### src/smbus_link_defs.vh
// Constants for the two-channel SMBus address-match and data-path block.
// Assumes inclusion by bare name from the design file; holds definitions only.
`ifndef SMBUS_LINK_DEFS_VH
`define SMBUS_LINK_DEFS_VH

// Number of independent interface channels; bit 8 of the address picks one.
`define NUM_CHANNELS 2
`define CH_SEL_BIT 8

// Register offsets inside one channel page.
`define OFS_CTRL 8'hC0
`define OFS_STAT 8'hC1
`define OFS_DATA 8'hC2
`define OFS_IMASK 8'hC3
`define OFS_MASK 8'hCE
`define OFS_ADDR 8'hCF

// Reset values.
`define RST_CTRL 8'h00
`define RST_DATA 8'h00
`define RST_MASK 8'hFE
`define RST_ADDR 8'h00
`define RST_FLAGS 4'h0

// Control register fields.
`define CTRL_EN 0
`define CTRL_STA 1
`define CTRL_STO 2
`define CTRL_ACK 3
`define CTRL_FILT_HI 5
`define CTRL_FILT_LO 4

// Status fields: sticky event bits 3:0, live state bits 7:4.
`define ST_SI 0
`define ST_START 1
`define ST_STOP 2
`define ST_ARB 3

// Slave address and mask fields.
`define HW_ACK_BIT 0
`define GC_BIT 0

// Least SDA-fall to SCL-fall separation for a START, in system clocks.
`define START_HOLD_BASE 4'h1
`define START_HOLD_X2 4'h3
`define START_HOLD_X4 4'h5
`define START_HOLD_X8 4'h9

// Serial clock half period generated as master.
`define CLK_PERIOD_NS 20
`define SCL_HALF_NS 5000
`define SCL_HALF_CYC (`SCL_HALF_NS / `CLK_PERIOD_NS)

`endif

### src/smbus_addr_match_data_path.v
// Two-channel two-wire serial data path: START filter, slave address match,
// acknowledge selection, MSB-first shift register and master sequencing.
// Assumes open-drain SCL/SDA resolved outside and a one-cycle register port.
// Operation
// - By default an SCL fall one clock after SDA fall is a START.
// - Filter setting adds 2, 4 or 8 clocks to that START separation.
// - Address match compares only bit positions whose mask bit is one.
// - With hardware acknowledge, general call matches when its enable is set, or when own address is zero under the mask.
// - Hardware acknowledge off: firmware acknowledges; on: device acknowledges itself.
// - Two independent channels, each with own address, mask and enables.
// - Data register holds next or last byte, stable while interrupt flag set.
// - Bytes shift out MSB first; first received bit lands in MSB.
// - While transmitting, bus bits shift in so data shows the bus byte.
// - Lost arbitration turns master transmitter into slave receiver, data kept.
// - Master read sends START then address with direction bit one.
// - Master receiver drives SCL and samples SDA; slave drives data.
// - Hardware acknowledge off: request flag and interrupt before acknowledge bit.
// - Hardware acknowledge on: device sends acknowledge, then raises interrupt.
// - Acknowledge bit one sends ACK, zero sends NACK.
// - Leave master receiver after stop request and STOP; data write selects transmit.
//
// Implementation choice: the plain strobed port.
`timescale 1ns/1ns
`include "smbus_link_defs.vh"

module smbus_addr_match_data_path #(
   parameter [15:0] SCL_HALF_CYCLES = `SCL_HALF_CYC
) (
   input wire clk_in,
   input wire rst_in,
   input wire [8:0] addr_in,
   input wire [7:0] wdata_in,
   input wire wr_in,
   input wire rd_in,
   output reg [7:0] rdata_out,
   output wire irq_out,
   input wire [1:0] scl_in,
   input wire [1:0] sda_in,
   output wire [1:0] scl_out,
   output wire [1:0] scl_oe_out,
   output wire [1:0] sda_out,
   output wire [1:0] sda_oe_out
);

localparam NUM_CH = `NUM_CHANNELS;
localparam [4:0] S_IDLE = 5'h01;
localparam [4:0] S_START = 5'h02;
localparam [4:0] S_XFER = 5'h04;
localparam [4:0] S_HOLD = 5'h08;
localparam [4:0] S_STOP = 5'h10;

wire [15:0] rd_flat;
wire [1:0] irq_ch;

// Open-drain pins only ever pull low.
assign scl_out = 2'h0;
assign sda_out = 2'h0;
assign irq_out = |irq_ch;

////////////////////////////////////////////////////////////////////////////////

// Read data is registered and stands only in the cycle after the strobe.
always @(posedge clk_in)
begin
   if (rst_in)
      rdata_out <= 8'h00;
   else if (rd_in)
      rdata_out <= addr_in[`CH_SEL_BIT] ? rd_flat[15:8] : rd_flat[7:0];
   else
      rdata_out <= 8'h00;
end

////////////////////////////////////////////////////////////////////////////////

genvar ch;
generate
for (ch = 0; ch < NUM_CH; ch = ch + 1)
begin : chan
   reg scl_m_reg, scl_s_reg, scl_d_reg, sda_m_reg, sda_s_reg, sda_d_reg;
   reg [7:0] ctrl_reg, data_reg, adm_reg, adr_reg;
   reg [3:0] stat_reg, imask_reg, fcnt_reg, bit_cnt_reg;
   reg [4:0] state_reg;
   reg [1:0] step_reg;
   reg [15:0] tmr_reg;
   reg pend_reg, master_reg, tx_reg, addr_ph_reg, ack_request_flag_reg, ackrx_reg;
   reg out_bit_reg, sda_low_reg, scl_low_reg, hold_pre_reg, wrote_reg, acked_reg;
   wire sel = (addr_in[`CH_SEL_BIT] == (ch == 1));
   wire en = ctrl_reg[`CTRL_EN];
   wire si = stat_reg[`ST_SI];
   wire hw = adm_reg[`HW_ACK_BIT];
   wire ack_bit = ctrl_reg[`CTRL_ACK];
   wire rise = scl_s_reg & ~scl_d_reg;
   wire fall = ~scl_s_reg & scl_d_reg;
   wire sda_fall_h = scl_s_reg & scl_d_reg & ~sda_s_reg & sda_d_reg;
   wire stop_det = scl_s_reg & scl_d_reg & sda_s_reg & ~sda_d_reg;
   wire [1:0] filt = ctrl_reg[`CTRL_FILT_HI:`CTRL_FILT_LO];
   wire half_done = (tmr_reg >= SCL_HALF_CYCLES);
   wire [7:0] stat_view = {ackrx_reg, tx_reg, master_reg, ack_request_flag_reg, stat_reg};
   wire [3:0] need;
   wire start_det, match, tx_next;
   reg [7:0] rd_val;

   // Required separation grows with the filter setting; default is one clock.
   assign need = (filt == 2'h0) ? `START_HOLD_BASE :
                 (filt == 2'h1) ? `START_HOLD_X2 :
                 (filt == 2'h2) ? `START_HOLD_X4 : `START_HOLD_X8;
   assign start_det = fall & pend_reg & (fcnt_reg >= need);

   // The direction bit never takes part; masked-off positions match either value.
   assign match = (((data_reg[7:1] ^ adr_reg[7:1]) & adm_reg[7:1]) == 7'h00) |
                  (adr_reg[`GC_BIT] & (data_reg[7:1] == 7'h00));

   // After an address byte the direction bit picks the role; a data write turns
   // a master receiver into a transmitter.
   assign tx_next = addr_ph_reg ? (master_reg ? ~data_reg[0] : data_reg[0]) :
                    ((master_reg & wrote_reg) | tx_reg);

   assign irq_ch[ch] = |(stat_reg & imask_reg);
   assign scl_oe_out[ch] = scl_low_reg;
   assign sda_oe_out[ch] = sda_low_reg;
   assign rd_flat[ch * 8 + 7:ch * 8] = rd_val;

   // Register read view; unmapped offsets read as zero.
   always @*
   begin
      rd_val = 8'h00;
      if (sel)
      begin
         case (addr_in[7:0])
            `OFS_CTRL: rd_val = ctrl_reg;
            `OFS_STAT: rd_val = stat_view;
            `OFS_DATA: rd_val = data_reg;
            `OFS_IMASK: rd_val = {4'h0, imask_reg};
            `OFS_MASK: rd_val = adm_reg;
            `OFS_ADDR: rd_val = adr_reg;
            default: rd_val = 8'h00;
         endcase
      end
   end

   // One process per channel holds registers, filter and engine, so that event
   // sets placed after the bus write win over a same-cycle clear.
   always @(posedge clk_in)
   begin
      if (rst_in)
      begin
         scl_m_reg <= 1'b1;
         scl_s_reg <= 1'b1;
         scl_d_reg <= 1'b1;
         sda_m_reg <= 1'b1;
         sda_s_reg <= 1'b1;
         sda_d_reg <= 1'b1;
         ctrl_reg <= `RST_CTRL;
         data_reg <= `RST_DATA;
         adm_reg <= `RST_MASK;
         adr_reg <= `RST_ADDR;
         stat_reg <= `RST_FLAGS;
         imask_reg <= `RST_FLAGS;
         fcnt_reg <= 4'h0;
         bit_cnt_reg <= 4'h0;
         state_reg <= S_IDLE;
         step_reg <= 2'h0;
         tmr_reg <= 16'h0000;
         pend_reg <= 1'b0;
         master_reg <= 1'b0;
         tx_reg <= 1'b0;
         addr_ph_reg <= 1'b0;
         ack_request_flag_reg <= 1'b0;
         ackrx_reg <= 1'b0;
         out_bit_reg <= 1'b1;
         sda_low_reg <= 1'b0;
         scl_low_reg <= 1'b0;
         hold_pre_reg <= 1'b0;
         wrote_reg <= 1'b0;
         acked_reg <= 1'b0;
      end
      else
      begin
         scl_m_reg <= scl_in[ch];
         scl_s_reg <= scl_m_reg;
         scl_d_reg <= scl_s_reg;
         sda_m_reg <= sda_in[ch];
         sda_s_reg <= sda_m_reg;
         sda_d_reg <= sda_s_reg;
         if (wr_in & sel)
         begin
            case (addr_in[7:0])
               `OFS_CTRL: ctrl_reg <= wdata_in;
               `OFS_STAT: stat_reg <= stat_reg & ~wdata_in[3:0];
               `OFS_DATA:
               begin
                  data_reg <= wdata_in;
                  wrote_reg <= si;
               end
               `OFS_IMASK: imask_reg <= wdata_in[3:0];
               `OFS_MASK: adm_reg <= wdata_in;
               `OFS_ADDR: adr_reg <= wdata_in;
               default: ;
            endcase
         end
         // Separation counter starts at one on the SDA fall and saturates.
         if (sda_fall_h)
         begin
            pend_reg <= 1'b1;
            fcnt_reg <= 4'h1;
         end
         else if (fall | stop_det)
            pend_reg <= 1'b0;
         else if (pend_reg & (fcnt_reg != 4'hF))
            fcnt_reg <= fcnt_reg + 4'h1;
         if (start_det)
            stat_reg[`ST_START] <= 1'b1;
         if (stop_det)
            stat_reg[`ST_STOP] <= 1'b1;
         if (tmr_reg != 16'hFFFF)
            tmr_reg <= tmr_reg + 16'h0001;
         if (!en)
         begin
            state_reg <= S_IDLE;
            master_reg <= 1'b0;
            sda_low_reg <= 1'b0;
            scl_low_reg <= 1'b0;
         end
         else
         begin
            case (state_reg)
               S_IDLE:
               begin
                  sda_low_reg <= 1'b0;
                  scl_low_reg <= 1'b0;
                  if (ctrl_reg[`CTRL_STA] & scl_s_reg & sda_s_reg & ~pend_reg)
                  begin
                     state_reg <= S_START;
                     step_reg <= 2'h0;
                     master_reg <= 1'b1;
                     tmr_reg <= 16'h0000;
                  end
               end
               // Release both lines, then SDA low, then SCL low; also serves a repeat.
               S_START:
               begin
                  case (step_reg)
                     2'h0:
                     begin
                        sda_low_reg <= 1'b0;
                        scl_low_reg <= 1'b0;
                        if (!(scl_s_reg & sda_s_reg))
                           tmr_reg <= 16'h0000;
                        else if (half_done)
                        begin
                           sda_low_reg <= 1'b1;
                           step_reg <= 2'h1;
                           tmr_reg <= 16'h0000;
                        end
                     end
                     2'h1:
                     begin
                        if (half_done)
                        begin
                           scl_low_reg <= 1'b1;
                           step_reg <= 2'h2;
                        end
                     end
                     default:
                     begin
                        if (!scl_s_reg)
                        begin
                           state_reg <= S_XFER;
                           tx_reg <= 1'b1;
                           addr_ph_reg <= 1'b1;
                           bit_cnt_reg <= 4'h0;
                           out_bit_reg <= data_reg[7];
                           sda_low_reg <= ~data_reg[7];
                           ctrl_reg[`CTRL_STA] <= 1'b0;
                           tmr_reg <= 16'h0000;
                        end
                     end
                  endcase
               end
               S_XFER:
               begin
                  // Low phase ends after a half period for both roles; only a master
                  // pulls SCL low again, and a slow SCL rise stretches the high phase.
                  if (scl_low_reg)
                  begin
                     if (half_done)
                     begin
                        scl_low_reg <= 1'b0;
                        tmr_reg <= 16'h0000;
                     end
                  end
                  else if (!scl_s_reg)
                     tmr_reg <= 16'h0000;
                  else if (master_reg & half_done)
                  begin
                     scl_low_reg <= 1'b1;
                     tmr_reg <= 16'h0000;
                  end
                  if (rise)
                  begin
                     if (bit_cnt_reg < 4'h8)
                     begin
                        data_reg <= {data_reg[6:0], sda_s_reg};
                        bit_cnt_reg <= bit_cnt_reg + 4'h1;
                        if (master_reg & tx_reg & out_bit_reg & ~sda_s_reg)
                        begin
                           master_reg <= 1'b0;
                           tx_reg <= 1'b0;
                           scl_low_reg <= 1'b0;
                           sda_low_reg <= 1'b0;
                           stat_reg[`ST_ARB] <= 1'b1;
                        end
                     end
                     else
                     begin
                        if (tx_reg)
                           ackrx_reg <= ~sda_s_reg;
                        bit_cnt_reg <= 4'h9;
                     end
                  end
                  if (fall)
                  begin
                     if (bit_cnt_reg < 4'h8)
                     begin
                        out_bit_reg <= data_reg[7];
                        sda_low_reg <= tx_reg & ~data_reg[7];
                     end
                     else if (bit_cnt_reg == 4'h8)
                     begin
                        if (tx_reg)
                           sda_low_reg <= 1'b0;
                        else if (hw)
                        begin
                           if (addr_ph_reg & ~master_reg)
                           begin
                              sda_low_reg <= match;
                              acked_reg <= match;
                              if (!match)
                                 state_reg <= S_IDLE;
                           end
                           else
                           begin
                              sda_low_reg <= ack_bit;
                              acked_reg <= ack_bit;
                           end
                        end
                        else
                        begin
                           stat_reg[`ST_SI] <= 1'b1;
                           ack_request_flag_reg <= 1'b1;
                           hold_pre_reg <= 1'b1;
                           sda_low_reg <= 1'b0;
                           scl_low_reg <= 1'b1;
                           state_reg <= S_HOLD;
                        end
                     end
                     else
                     begin
                        sda_low_reg <= 1'b0;
                        if (~master_reg & ~tx_reg & addr_ph_reg & ~acked_reg)
                           state_reg <= S_IDLE;
                        else
                        begin
                           // A byte acknowledged by software has already raised its flag
                           // before the acknowledge bit, so it does not raise another here.
                           stat_reg[`ST_SI] <= tx_reg | hw;
                           hold_pre_reg <= 1'b0;
                           scl_low_reg <= 1'b1;
                           state_reg <= S_HOLD;
                        end
                     end
                  end
               end
               // SCL is held low while the flag is set, so data stays put.
               S_HOLD:
               begin
                  scl_low_reg <= 1'b1;
                  tmr_reg <= 16'h0000;
                  if (!si)
                  begin
                     state_reg <= S_XFER;
                     if (hold_pre_reg)
                     begin
                        ack_request_flag_reg <= 1'b0;
                        sda_low_reg <= ack_bit;
                        acked_reg <= ack_bit;
                     end
                     else if (master_reg & ctrl_reg[`CTRL_STO])
                     begin
                        state_reg <= S_STOP;
                        step_reg <= 2'h0;
                     end
                     else if (master_reg & ctrl_reg[`CTRL_STA])
                     begin
                        state_reg <= S_START;
                        step_reg <= 2'h0;
                     end
                     else if (~master_reg & tx_reg & ~addr_ph_reg & ~ackrx_reg)
                        state_reg <= S_IDLE;
                     else
                     begin
                        bit_cnt_reg <= 4'h0;
                        tx_reg <= tx_next;
                        addr_ph_reg <= 1'b0;
                        wrote_reg <= 1'b0;
                        out_bit_reg <= data_reg[7];
                        sda_low_reg <= tx_next & ~data_reg[7];
                     end
                  end
               end
               // SDA low, release SCL, then release SDA while SCL is high.
               S_STOP:
               begin
                  case (step_reg)
                     2'h0:
                     begin
                        sda_low_reg <= 1'b1;
                        if (half_done)
                        begin
                           scl_low_reg <= 1'b0;
                           step_reg <= 2'h1;
                           tmr_reg <= 16'h0000;
                        end
                     end
                     2'h1:
                     begin
                        if (!scl_s_reg)
                           tmr_reg <= 16'h0000;
                        else if (half_done)
                        begin
                           sda_low_reg <= 1'b0;
                           step_reg <= 2'h2;
                           tmr_reg <= 16'h0000;
                        end
                     end
                     default:
                     begin
                        if (half_done)
                        begin
                           state_reg <= S_IDLE;
                           master_reg <= 1'b0;
                           tx_reg <= 1'b0;
                           ctrl_reg[`CTRL_STO] <= 1'b0;
                        end
                     end
                  endcase
               end
               default: state_reg <= S_IDLE;
            endcase
            // Another master's START or STOP restarts or ends slave operation.
            if (start_det & ~master_reg)
            begin
               state_reg <= S_XFER;
               tx_reg <= 1'b0;
               addr_ph_reg <= 1'b1;
               bit_cnt_reg <= 4'h0;
               sda_low_reg <= 1'b0;
               scl_low_reg <= 1'b0;
            end
            else if (stop_det & ~master_reg)
            begin
               state_reg <= S_IDLE;
               sda_low_reg <= 1'b0;
               scl_low_reg <= 1'b0;
            end
         end
      end
   end
end
endgenerate

endmodule

### config.mk
export PLATFORM = sky130hd
export DESIGN_NAME = smbus_addr_match_data_path
export DESIGN_NICKNAME = d
export VERILOG_FILES = /design/src/smbus_addr_match_data_path.v
export VERILOG_INCLUDE_DIRS = /design/src
export SDC_FILE = /design/constraint.sdc
export NUM_CORES = 1
export LEC_CHECK = 0
export BUFFER_PORTS_ARGS = -buffer_cell sky130_fd_sc_hd__buf_2
export CAP_MARGIN = 20
export CORE_MARGIN = 3
export CORE_UTILIZATION = 45
export DETAILED_ROUTE_END_ITERATION = 8
export PLACE_DENSITY = 0.72
export SETUP_SLACK_MARGIN = 0.3
export SLEW_MARGIN = 20
export SYNTH_ARGS = -nofsm -noshare
export SYNTH_HDL_FRONTEND = slang
export SYNTH_SLANG_ARGS = --single-unit
### constraint.sdc
create_clock -name clk_in -period 6.3 [get_ports clk_in]
set_input_delay 0.945 -clock clk_in [delete_from_list [all_inputs] [get_ports clk_in]]
set_output_delay 0.945 -clock clk_in [all_outputs]
set_load 0.01 [all_outputs]
==> flow_summary_export.csv, run 1 <==
group,metric,value,unit
worst_setup_path,critPathLaunchType,"primary input",
timing,tns,0,ns
placed_design,placed_area,11090,sq um
grt,grt_pass1_wl,49.91,mm
clock_tree,cts_setup_buffers,0,
clock_tree,h-tree-depth,4,
die,num_io_pins,42,
hold_path,holdPathEnd,"chan[1].scl_s_reg",
timing,setup_viol,0,
placed_design,place_congestion,0.9492,
die,die_width,161.2,um
final_layout,nNetsFinal,1354,
final_layout,areaGrowthSynthToFinish,7.686,%
grt,track_usage,23.47,%
timing,fin_crit,3.093,ns
hold_path,hp-start,"chan[1].scl_m_reg",
detailed_routing,drt_wl_total,30.81,mm
timing,clock_skew,0.01744,ns
placed_design,port_buffers,37,
logic_synthesis,ys_types,85,
worst_setup_path,r2r_slack,3.41,ns
logic_synthesis,synth_area_leaders,"dfxtp_1, mux2i_1, nor2_1",
grt,grt_antenna_before_repair,0,
final_layout,drive_gt1_share,7.955,%
logic_synthesis,async_flop_share,0,%
timing,max_slew_margin,23.96,%
final_layout,multi_input_area,6639,sq um
die,die_h,161.2,um
hold_path,hold_path_depth,1,
grt,grt_pass1_vias,9543,
outcome,status,"complete, no violations",
power_and_ir_drop,p_per_area,203.8,nW/um^2
worst_setup_path,crit_type,"primary input to register",
logic_synthesis,yosysWarningCount,0,
die,row_count,56,
power_and_ir_drop,max-vdd-ir-drop,0.0001437,V
detailed_routing,ant_nets,0,
detailed_routing,dr_total_vias,10030,
grt,overflow,0,
die,die_area,25990,sq um
detailed_routing,post_drt_wl_per_cell,18.80,um
run,maxCapViolCount,0,
worst_setup_path,arrival,3.41,ns
worst_setup_path,endpoint_kind,"register",
logic_synthesis,ys_seq_area_share,34.35,%
power_and_ir_drop,power_leakage,4.427,nW
detailed_routing,firstDrtPassIters,7,
clock_tree,insertion_delay,0.44,ns
final_layout,fillers,2295,
worst_setup_path,r2r_cells,8,
clock_tree,cts_inserted_buffers,17,
detailed_routing,vias_per_cell,6.120,
grt,grt_max_degree,52,
timing,holdWs,0.4082,ns
logic_synthesis,synth-seq-cells,186,
logic_synthesis,synthFlopType,"dfxtp_1",
timing,hold_viol_final,0,
logic_synthesis,yosysTopAreaCell,"dfxtp_1",
power_and_ir_drop,p_total,2.380,mW
logic_synthesis,avgSynthCellArea,8.133,sq um
detailed_routing,drtIter0Drc,917,
final_layout,layout_commonest_cell,"dfxtp_1",
timing,fmax,323.4,MHz
clock_tree,clkTransAtPathRegs,0.08,ns
worst_setup_path,required,6.61,ns
timing,tightestPinTransition,1.125,ns
logic_synthesis,synth_edf_count,0,
clock_tree,cts_tree,"yes",
clock_tree,clkSinkCount,186,
final_layout,largest_register_ffs,32,
clock_tree,root_buffer,"clkbuf_16",
final_layout,final_cell_mix,"dfxtp_1, nor2_1, mux2i_1",
worst_setup_path,reg2reg_to,"chan[0].stat_reg[0]",
timing,grt_setup_unrepaired,"false",
placed_design,hpwl,21.89,mm
final_layout,n_antenna_cell,0,
clock_tree,ctsHoldBuffers,0,
die,core_area,23540,sq um
final_layout,final_area,11670,sq um
worst_setup_path,r2r-start,"chan[0].scl_s_reg",
hold_path,hp-class,"register to register",
detailed_routing,drc,0,
timing,min_period_over_period,49.09,%
final_layout,regArea,3724,sq um
worst_setup_path,cp_max_fo,10,
logic_synthesis,synth.top_cell.area_share,34.35,%
logic_synthesis,synth_cells,1333,
clock_tree,ctsResizeCount,0,
die,initial_core_util,46.05,%
logic_synthesis,synthesis.area,10840,sq um
clock_tree,cts_buffer_depth,2,
timing,slew_viol_final,0,
cell type report:
cell class / count / area share [%]
well taps: 319 / 3.419
clock inverters: 14 / 1.318
flip-flops and latches: 186 / 31.89
multi-input cells: 1032 / 56.86
inverters: 28 / 0.9002
clock buffers: 18 / 3.676
repair buffers: 42 / 1.929
cell families after synthesis:
group / after synthesis / share of synthesized area, %
xor+xnor: 44 / 3.555
fa+ha+maj: 22 / 2.539
compound gates: 278 / 17.96
flops: 186 / 34.35
buf+inv: 118 / 4.570
simple gates: 571 / 26.56
other cells: 1 / 0.03459
mux: 113 / 10.44
how the worst max path moves through the flow:
stage | startpoint | end | cells after the start
floorplan | addr_in[5] | chan[1].adm_reg[1] | 6
global placement | addr_in[5] | chan[1].adm_reg[3] | 6
detailed placement | addr_in[5] | chan[1].adm_reg[5] | 6
CTS | addr_in[5] | chan[1].adm_reg[6] | 6
global route | addr_in[5] | chan[1].adm_reg[6] | 6
finish | addr_in[5] | chan[1].adm_reg[6] | 6
metal layers:
| metal | global-route usage, % | wire [um] |
|---|---|---|
| met1 | 32.61 | 13990 |
| met2 | 36.76 | 13640 |
| met4 | 7.978 | 783 |
| met5 | 0 | 0 |
| met3 | 4.360 | 2390 |
Yosys cell counts, drive strengths merged, types with 5 or more instances:
cell     count
buf         33
nor2b       23
xnor2       10
xor2        34
a21oi       62
nand2      105
clkbuf      57
a41oi        5
o22ai        9
a211o        6
mux2i      112
nand4       27
or3          8
or2         14
nor3b        5
ha          22
o31ai        8
nand3       42
and4b        5
inv         28
a31oi        7
a22o         5
nand2b      24
a22oi       24
and4         5
a211oi      39
nor3        65
o221ai       8
and2         7
o21ai       42
dfxtp      186
nor4        19
nor4b        5
nor2       178
a311oi       8
o311ai       5
and3        14
a2111oi      5
nand4b       5
critical path, cell delays in order:
cell and delay, ns:
buf_2 0.10, nor4bb_1 0.80, nand2_1 0.47, nor3_2 0.75, mux2i_1 0.27, nand2_1 0.07
stage by stage:
stage               setup slack (ns)  std cells  utilization (%)
floorplan                      3.691       1336                -
global placement               2.919       1607            47.11
detailed placement             2.809       1607            47.11
CTS                            3.256       1639            49.59
global route                   2.913       1639            49.59
finish                         3.207       1639            49.59
report_power, final:
group	leakage, nW	switching [mW]	total [mW]	internal (mW)
sequential	1.50	0.0126	1.20	1.18
combinational	2.64	0.0789	0.117	0.0379
clock	0.281	0.534	1.07	0.531
Power figures use the tool's default switching activity.
==> inputs of run 2 (changes only) <==
--- a/config.mk
+++ b/config.mk
@@ -11,7 +11,7 @@
 export CORE_MARGIN = 3
 export CORE_UTILIZATION = 45
 export DETAILED_ROUTE_END_ITERATION = 8
-export PLACE_DENSITY = 0.72
+export PLACE_DENSITY = 0.74
 export SETUP_SLACK_MARGIN = 0.3
 export SLEW_MARGIN = 20
 export SYNTH_ARGS = -nofsm -noshare
==> constraint.sdc (replaced) <==
create_clock -name clk_in -period 2.5 [get_ports clk_in]
set_input_delay 0.375 -clock clk_in [delete_from_list [all_inputs] [get_ports clk_in]]
set_output_delay 0.375 -clock clk_in [all_outputs]
set_load 0.01 [all_outputs]
==> run 2 against run 1 <==
Routed wire length is 8.9% higher. Largest cell class unchanged. Critical path type is now register to register. Cell count increased by 5.6%. Utilization rose by 5.1 points. Largest power group unchanged. Flip-flop and latch count unchanged.
==> flow_summary_export.csv, run 2 (synthesis results as in run 1) <==
group,metric,value,unit
detailed_routing,post_drt_wl_per_cell,19.39,um
clock_tree,insertion_delay,0.44,ns
clock_tree,cts_inserted_buffers,17,
worst_setup_path,required,2.81,ns
detailed_routing,vias_per_cell,6.194,
detailed_routing,drtIter0Drc,1191,
die,core_area,23540,sq um
detailed_routing,dr_total_vias,10720,
final_layout,final_cell_mix,"nor2_1, dfxtp_1, mux2i_1",
detailed_routing,ant_nets,0,
timing,slew_viol_final,0,
timing,fin_crit,2.281,ns
power_and_ir_drop,combPwrFrac,5.5,%
timing,tightestPinTransition,0.6629,ns
power_and_ir_drop,power_leakage,4.998,nW
grt,grt_pass1_wl,52.71,mm
worst_setup_path,crit_type,"register to register",
timing,fmax,438.3,MHz
placed_design,hpwl,23.22,mm
timing,hold_viol_final,0,
placed_design,pre_cts_ws,-0.0008824,ns
run,maxCapViolCount,0,
die,row_count,56,
final_layout,fillers,2157,
placed_design,place_congestion,0.9973,
die,initial_core_util,46.05,%
worst_setup_path,arrival,2.59,ns
final_layout,largest_register_ffs,32,
timing,tns,0,ns
detailed_routing,drt_wl_total,33.56,mm
placed_design,placed_area,11670,sq um
power_and_ir_drop,p_int,4.541,mW
detailed_routing,drc,0,
die,die_h,161.2,um
outcome,status,"complete, no violations",
power_and_ir_drop,power_frac_clock,45.3,%
detailed_routing,firstDrtPassIters,6,
timing,max_slew_margin,55.76,%
placed_design,port_buffers,37,
placed_design,place_inst,1682,
final_layout,drive_gt1_share,19.90,%
timing,setup_viol,0,
clock_tree,clkSinkCount,186,
die,die_area,25990,sq um
grt,grt_max_degree,110,
grt,track_usage,24.69,%
worst_setup_path,cp_max_fo,11,
final_layout,finalNonFillerCells,1731,
worst_setup_path,critPathLaunchType,"register",
worst_setup_path,r2r-start,"chan[0].master_reg",
final_layout,layout_commonest_cell,"nor2_1",
timing,grt_setup_unrepaired,"true",
final_layout,nNetsFinal,1446,
power_and_ir_drop,p_switching,1.583,mW
final_layout,multi_input_area,7044,sq um
final_layout,n_antenna_cell,0,
die,num_io_pins,42,
final_layout,areaGrowthSynthToFinish,18.75,%
worst_setup_path,endpoint_kind,"register",
hold_path,hp-class,"primary input to register",
power_and_ir_drop,max-vdd-ir-drop,0.0003974,V
timing,clock_skew,0.01927,ns
clock_tree,cts_tree,"yes",
power_and_ir_drop,seqPwrFrac,49.2,%
clock_tree,cts_buffer_depth,2,
grt,grt_pass1_vias,10020,
timing,min_period_over_period,91.26,%
grt,grt_antenna_before_repair,0,
die,die_width,161.2,um
grt,overflow,0,
clock_tree,root_buffer,"clkbuf_16",
clock_tree,clkTransAtPathRegs,0.07,ns
clock_tree,ctsHoldBuffers,0,
final_layout,final_area,12870,sq um
power_and_ir_drop,p_per_area,475.7,nW/um^2
final_layout,regArea,3759,sq um
power_and_ir_drop,switching_share,25.85,%
hold_path,hp-start,"sda_in[0]",
worst_setup_path,critPathLaunch,"chan[0].master_reg",
timing,worst_slack,0.2186,ns
clock_tree,h-tree-depth,4,
==> run 2: changes by cell type in the layout (fill, tap and decap cells not counted), moves of 8 or more <==
| cell | before | now |
|---|---|---|
| buf_4 | 6 | 90 |
| dfxtp_1 | 186 | 166 |
| dfxtp_2 | 0 | 16 |
| nor3_1 | 60 | 51 |
| nor3_2 | 3 | 11 |
| nor4_1 | 19 | 11 |
==> run 2: power groups by stage <==
stage	Sequential [mW]	Clock [mW]	Combinational (mW)
floorplan	3.07	0	0.209
global placement	3.08	0	0.306
detailed placement	3.08	0	0.310
CTS	3.01	2.82	0.314
global route	3.02	2.94	0.363
finish	3.01	2.77	0.338
==> run 2: worst paths after layout <==
| path | end | slack [ns] | cells after the start |
|---|---|---|---|
| min | chan[0].sda_m_reg | 0.14 | 2 |
| min reg2reg | chan[0].scl_s_reg | 0.41 | 1 |
| max | chan[0].tx_reg | 0.22 | 8 |
| max reg2reg | chan[0].tx_reg | 0.22 | 8 |
==> run 2: layout make-up <==
| cell class | count | share of cell area, % |
|---|---|---|
| inverter | 28 | 0.8163 |
| sequential | 186 | 29.19 |
| multi-input combinational | 1033 | 54.71 |
| timing repair buffer | 133 | 7.483 |
| clock inverter | 15 | 1.390 |
| clock buffer | 17 | 3.304 |
| tap | 319 | 3.100 |
==> run 2: what timing repair did <==
action | CTS | global route
pin swaps | 1 | 21
setup buffers | 1 | 14
hold endpoints to repair | 0 | 0
resized for setup | 30 | 84
gates cloned | 0 | 2
setup endpoints to repair | 49 | 63
==> run 2: routing by layer <==
| metal | global-route usage (%) | wire, um | vias up |
|---|---|---|---|
| li1 | - | - | 5000 |
| met1 | 34.74 | 14580 | 5083 |
| met2 | 37.57 | 14860 | 537 |
| met3 | 3.975 | 2939 | 101 |
| met4 | 10.60 | 1174 | 0 |
| met5 | 0 | 0 | - |
==> run 2: per-stage QoR <==
stage | power [mW] | hold WS (ns) | utilization, %
3_5_place_dp | 3.393 | 0.3976 | 49.59
6_report | 6.124 | 0.1375 | 54.69
2_1_floorplan | 3.284 | 0.3895 | -
4_1_cts | 6.142 | 0.1302 | 52.68
5_1_grt | 6.321 | 0.1314 | 54.69
3_3_place_gp | 3.387 | 0.3958 | 49.59
==> run 2: worst max-delay path, cell delays in order, from the launching register on <==
cell and delay [ns]:
dfxtp_2 0.37, buf_4 0.20, o21ai_0 0.15, o21ai_2 0.13, buf_4 0.17, o21ai_0 0.24, nor4bb_1 0.51, mux2i_1 0.25
o2bb2ai_1 0.13
==> inputs of run 3 (changes only) <==
--- a/config.mk
+++ b/config.mk
@@ -6,6 +6,7 @@
 export SDC_FILE = /design/constraint.sdc
 export NUM_CORES = 1
 export LEC_CHECK = 0
+export ABC_AREA = 1
 export BUFFER_PORTS_ARGS = -buffer_cell sky130_fd_sc_hd__buf_2
 export CAP_MARGIN = 20
 export CORE_MARGIN = 3
==> constraint.sdc (replaced) <==
create_clock -name clk_in -period 2.5 [get_ports clk_in]
set_input_delay 0.375 -clock clk_in [delete_from_list [all_inputs] [get_ports clk_in]]
set_output_delay 0.375 -clock clk_in [all_outputs]
set_load 0.02 [all_outputs]
==> run 3 against run 2 <==
Global-route usage up 0.24 points. Clock skew down 0.0058 ns. Clock-buffer cell count up 1. Critical endpoint is now irq_out. Largest cell class unchanged. Highest routed layer unchanged.
==> flow_summary_export.csv, run 3 <==
group,metric,value,unit
clock_tree,cts_inserted_buffers,17,
logic_synthesis,ys_types,59,
logic_synthesis,yosysTopAreaCell,"dfxtp_1",
final_layout,final_cell_mix,"nand2_1, inv_1, dfxtp_1",
worst_setup_path,critPathLaunchType,"register",
timing,min_period_over_period,81.07,%
logic_synthesis,avgSynthCellArea,6.578,sq um
die,initial_core_util,46.74,%
detailed_routing,ant_nets,0,
grt,grt_antenna_before_repair,0,
worst_setup_path,cp_max_fo,4,
clock_tree,clkTransAtPathRegs,0.08,ns
detailed_routing,post_drt_wl_per_cell,16.27,um
grt,track_usage,24.93,%
final_layout,regArea,3724,sq um
worst_setup_path,endpoint_kind,"primary output",
logic_synthesis,synth_area_leaders,"dfxtp_1, nand2_1, inv_1",
logic_synthesis,synth_cells,1638,
final_layout,fillers,2302,
logic_synthesis,yosysWarningCount,0,
placed_design,hpwl,24.39,mm
clock_tree,cts_buffer_depth,2,
placed_design,place_congestion,0.9842,
worst_setup_path,arrival,1.65,ns
grt,grt_pass1_wl,52.89,mm
clock_tree,cts_tree,"yes",
logic_synthesis,synthesis.area,10770,sq um
detailed_routing,drc,0,
power_and_ir_drop,max-vdd-ir-drop,0.0003187,V
final_layout,areaGrowthSynthToFinish,11.87,%
final_layout,layout_commonest_cell,"nand2_1",
die,die_width,160.7,um
logic_synthesis,synth-seq-cells,186,
die,die_area,25840,sq um
placed_design,port_buffers,37,
clock_tree,insertion_delay,0.45,ns
detailed_routing,drt_wl_total,32.62,mm
worst_setup_path,crit_chain,"inv_1 -> o21ai_0 -> a221oi_2 -> o211ai_1 -> buf_2",
clock_tree,h-tree-depth,4,
final_layout,drive_gt1_share,10.99,%
worst_setup_path,crit_type,"register to primary output",
worst_setup_path,max_stage_delay,0.35,ns
final_layout,multi_input_area,5952,sq um
outcome,status,"complete, no violations",
final_layout,largest_register_ffs,32,
final_layout,n_antenna_cell,0,
clock_tree,root_buffer,"clkbuf_16",
power_and_ir_drop,p_per_area,508.2,nW/um^2
logic_synthesis,ys_seq_area_share,34.56,%
timing,clock_skew,0.01342,ns
logic_synthesis,synth_edf_count,0,
grt,grt_pass1_vias,10480,
final_layout,final_util,52.28,%
logic_synthesis,synthFlopType,"dfxtp_1",
die,core_area,23050,sq um
timing,slew_viol_final,0,
worst_setup_path,required,2.12,ns
detailed_routing,vias_per_cell,5.579,
timing,tns,0,ns
hold_path,hp-class,"primary input to register",
timing,grt_setup_unrepaired,"false",
clock_tree,clkSinkCount,186,
power_and_ir_drop,p_total,6.126,mW
detailed_routing,dr_total_vias,11190,
die,num_io_pins,42,
timing,setup_viol,0,
timing,fin_crit,2.027,ns
run,maxCapViolCount,0,
logic_synthesis,async_flop_share,0,%
die,row_count,55,
timing,fmax,493.4,MHz
detailed_routing,firstDrtPassIters,6,
worst_setup_path,critPathSlowestCell,"dfxtp_1",
die,die_h,160.7,um
logic_synthesis,synth_common_cells,"nand2_1, inv_1, dfxtp_1",
final_layout,nNetsFinal,1726,
power_and_ir_drop,power_leakage,5.181,nW
logic_synthesis,synth.most_common_cell,"nand2_1",
grt,overflow,0,
grt,grt_max_degree,46,
logic_synthesis,synth.top_cell.area_share,34.56,%
timing,hold_viol_final,0,
detailed_routing,drtIter0Drc,1063,
## run 3: cell count changes in the layout (fill, tap and decap cells not counted), sizes merged, moves of 59 or more
cell / previous run / this run
mux2i: 112 / 0
a21oi: 62 / 139
o21ai: 42 / 139
nand3: 42 / 110
inv: 35 / 232
nand2: 105 / 343
buf: 131 / 72
## run 3: final timing paths
| check | start | end | slack (ns) | cells after the start |
|---|---|---|---|---|
| max reg2reg | chan[0].ctrl_reg[4] | chan[0].bit_cnt_reg[3] | 0.49 | 11 |
| min reg2reg | chan[1].sda_m_reg | chan[1].sda_s_reg | 0.41 | 1 |
| max | chan[0].stat_reg[0] | irq_out | 0.47 | 5 |
| min | scl_in[1] | chan[1].scl_m_reg | 0.10 | 2 |
## run 3: stage by stage
stage / hold slack (ns) / std cells / cell area [sq um] / setup WS, ns
finish: 0.1050 / 2005 / 12050 / 0.4732
CTS: 0.09443 / 2003 / 12000 / 0.3351
global route: 0.1081 / 2005 / 12050 / 0.2864
floorplan: 0.3895 / 1641 / 10790 / 0.6520
global placement: 0.3916 / 1971 / 11360 / 0.4788
detailed placement: 0.3937 / 1971 / 11360 / 0.3754
## run 3: critical path, delay by kind of cell, from the launching register on
family / cells / cell delay [ns]
AO/OA/AOI/OAI: 3 / 0.53
flip-flops: 1 / 0.35
buffers and inverters: 2 / 0.32
## run 3: cell type report
type	count	share of cell area, %
multi-input combinational	1171	49.38
sequential	186	30.89
inverter	231	7.267
timing repair buffer	72	3.924
clock buffer	18	3.644
tap	313	3.249
clock inverter	14	1.640
## run 3: logic make-up (layout without fill, tap and decap cells)
family	Yosys count	after routing	synth area share, %
xor gates and xnor gates	19	19	1.545
DFF	186	186	34.56
adders and majority gates	22	22	2.555
AOI/OAI and AO/OA	371	371	19.58
other	1	4	0.03481
buffers and inverters	284	335	10.63
and+or+nand+nor	755	755	31.10
## run 3: power by group
group	leakage, nW	internal (mW)	switching [mW]	total (mW)
Sequential	1.50	2.98	0.0257	3.01
Clock	0.306	1.41	1.43	2.84
Combinational	3.37	0.0891	0.188	0.277
Total	5.18	4.48	1.65	6.13
## run 3: timing repair
action,4_1_cts,5_1_grt
gates resized for setup,0,14
endpoints found under the hold margin,0,0
hold buffers,0,0
buffers inserted,0,2
endpoints found under the setup margin,0,29
## run 3: metal layers
layer,up-vias,global-route usage [%],share of wire [%]
met5,-,0,0
met4,0,10.36,3.8
met3,98,4.385,8.3
met2,528,40.62,45
met1,5072,32.68,43
li1,5487,-,-
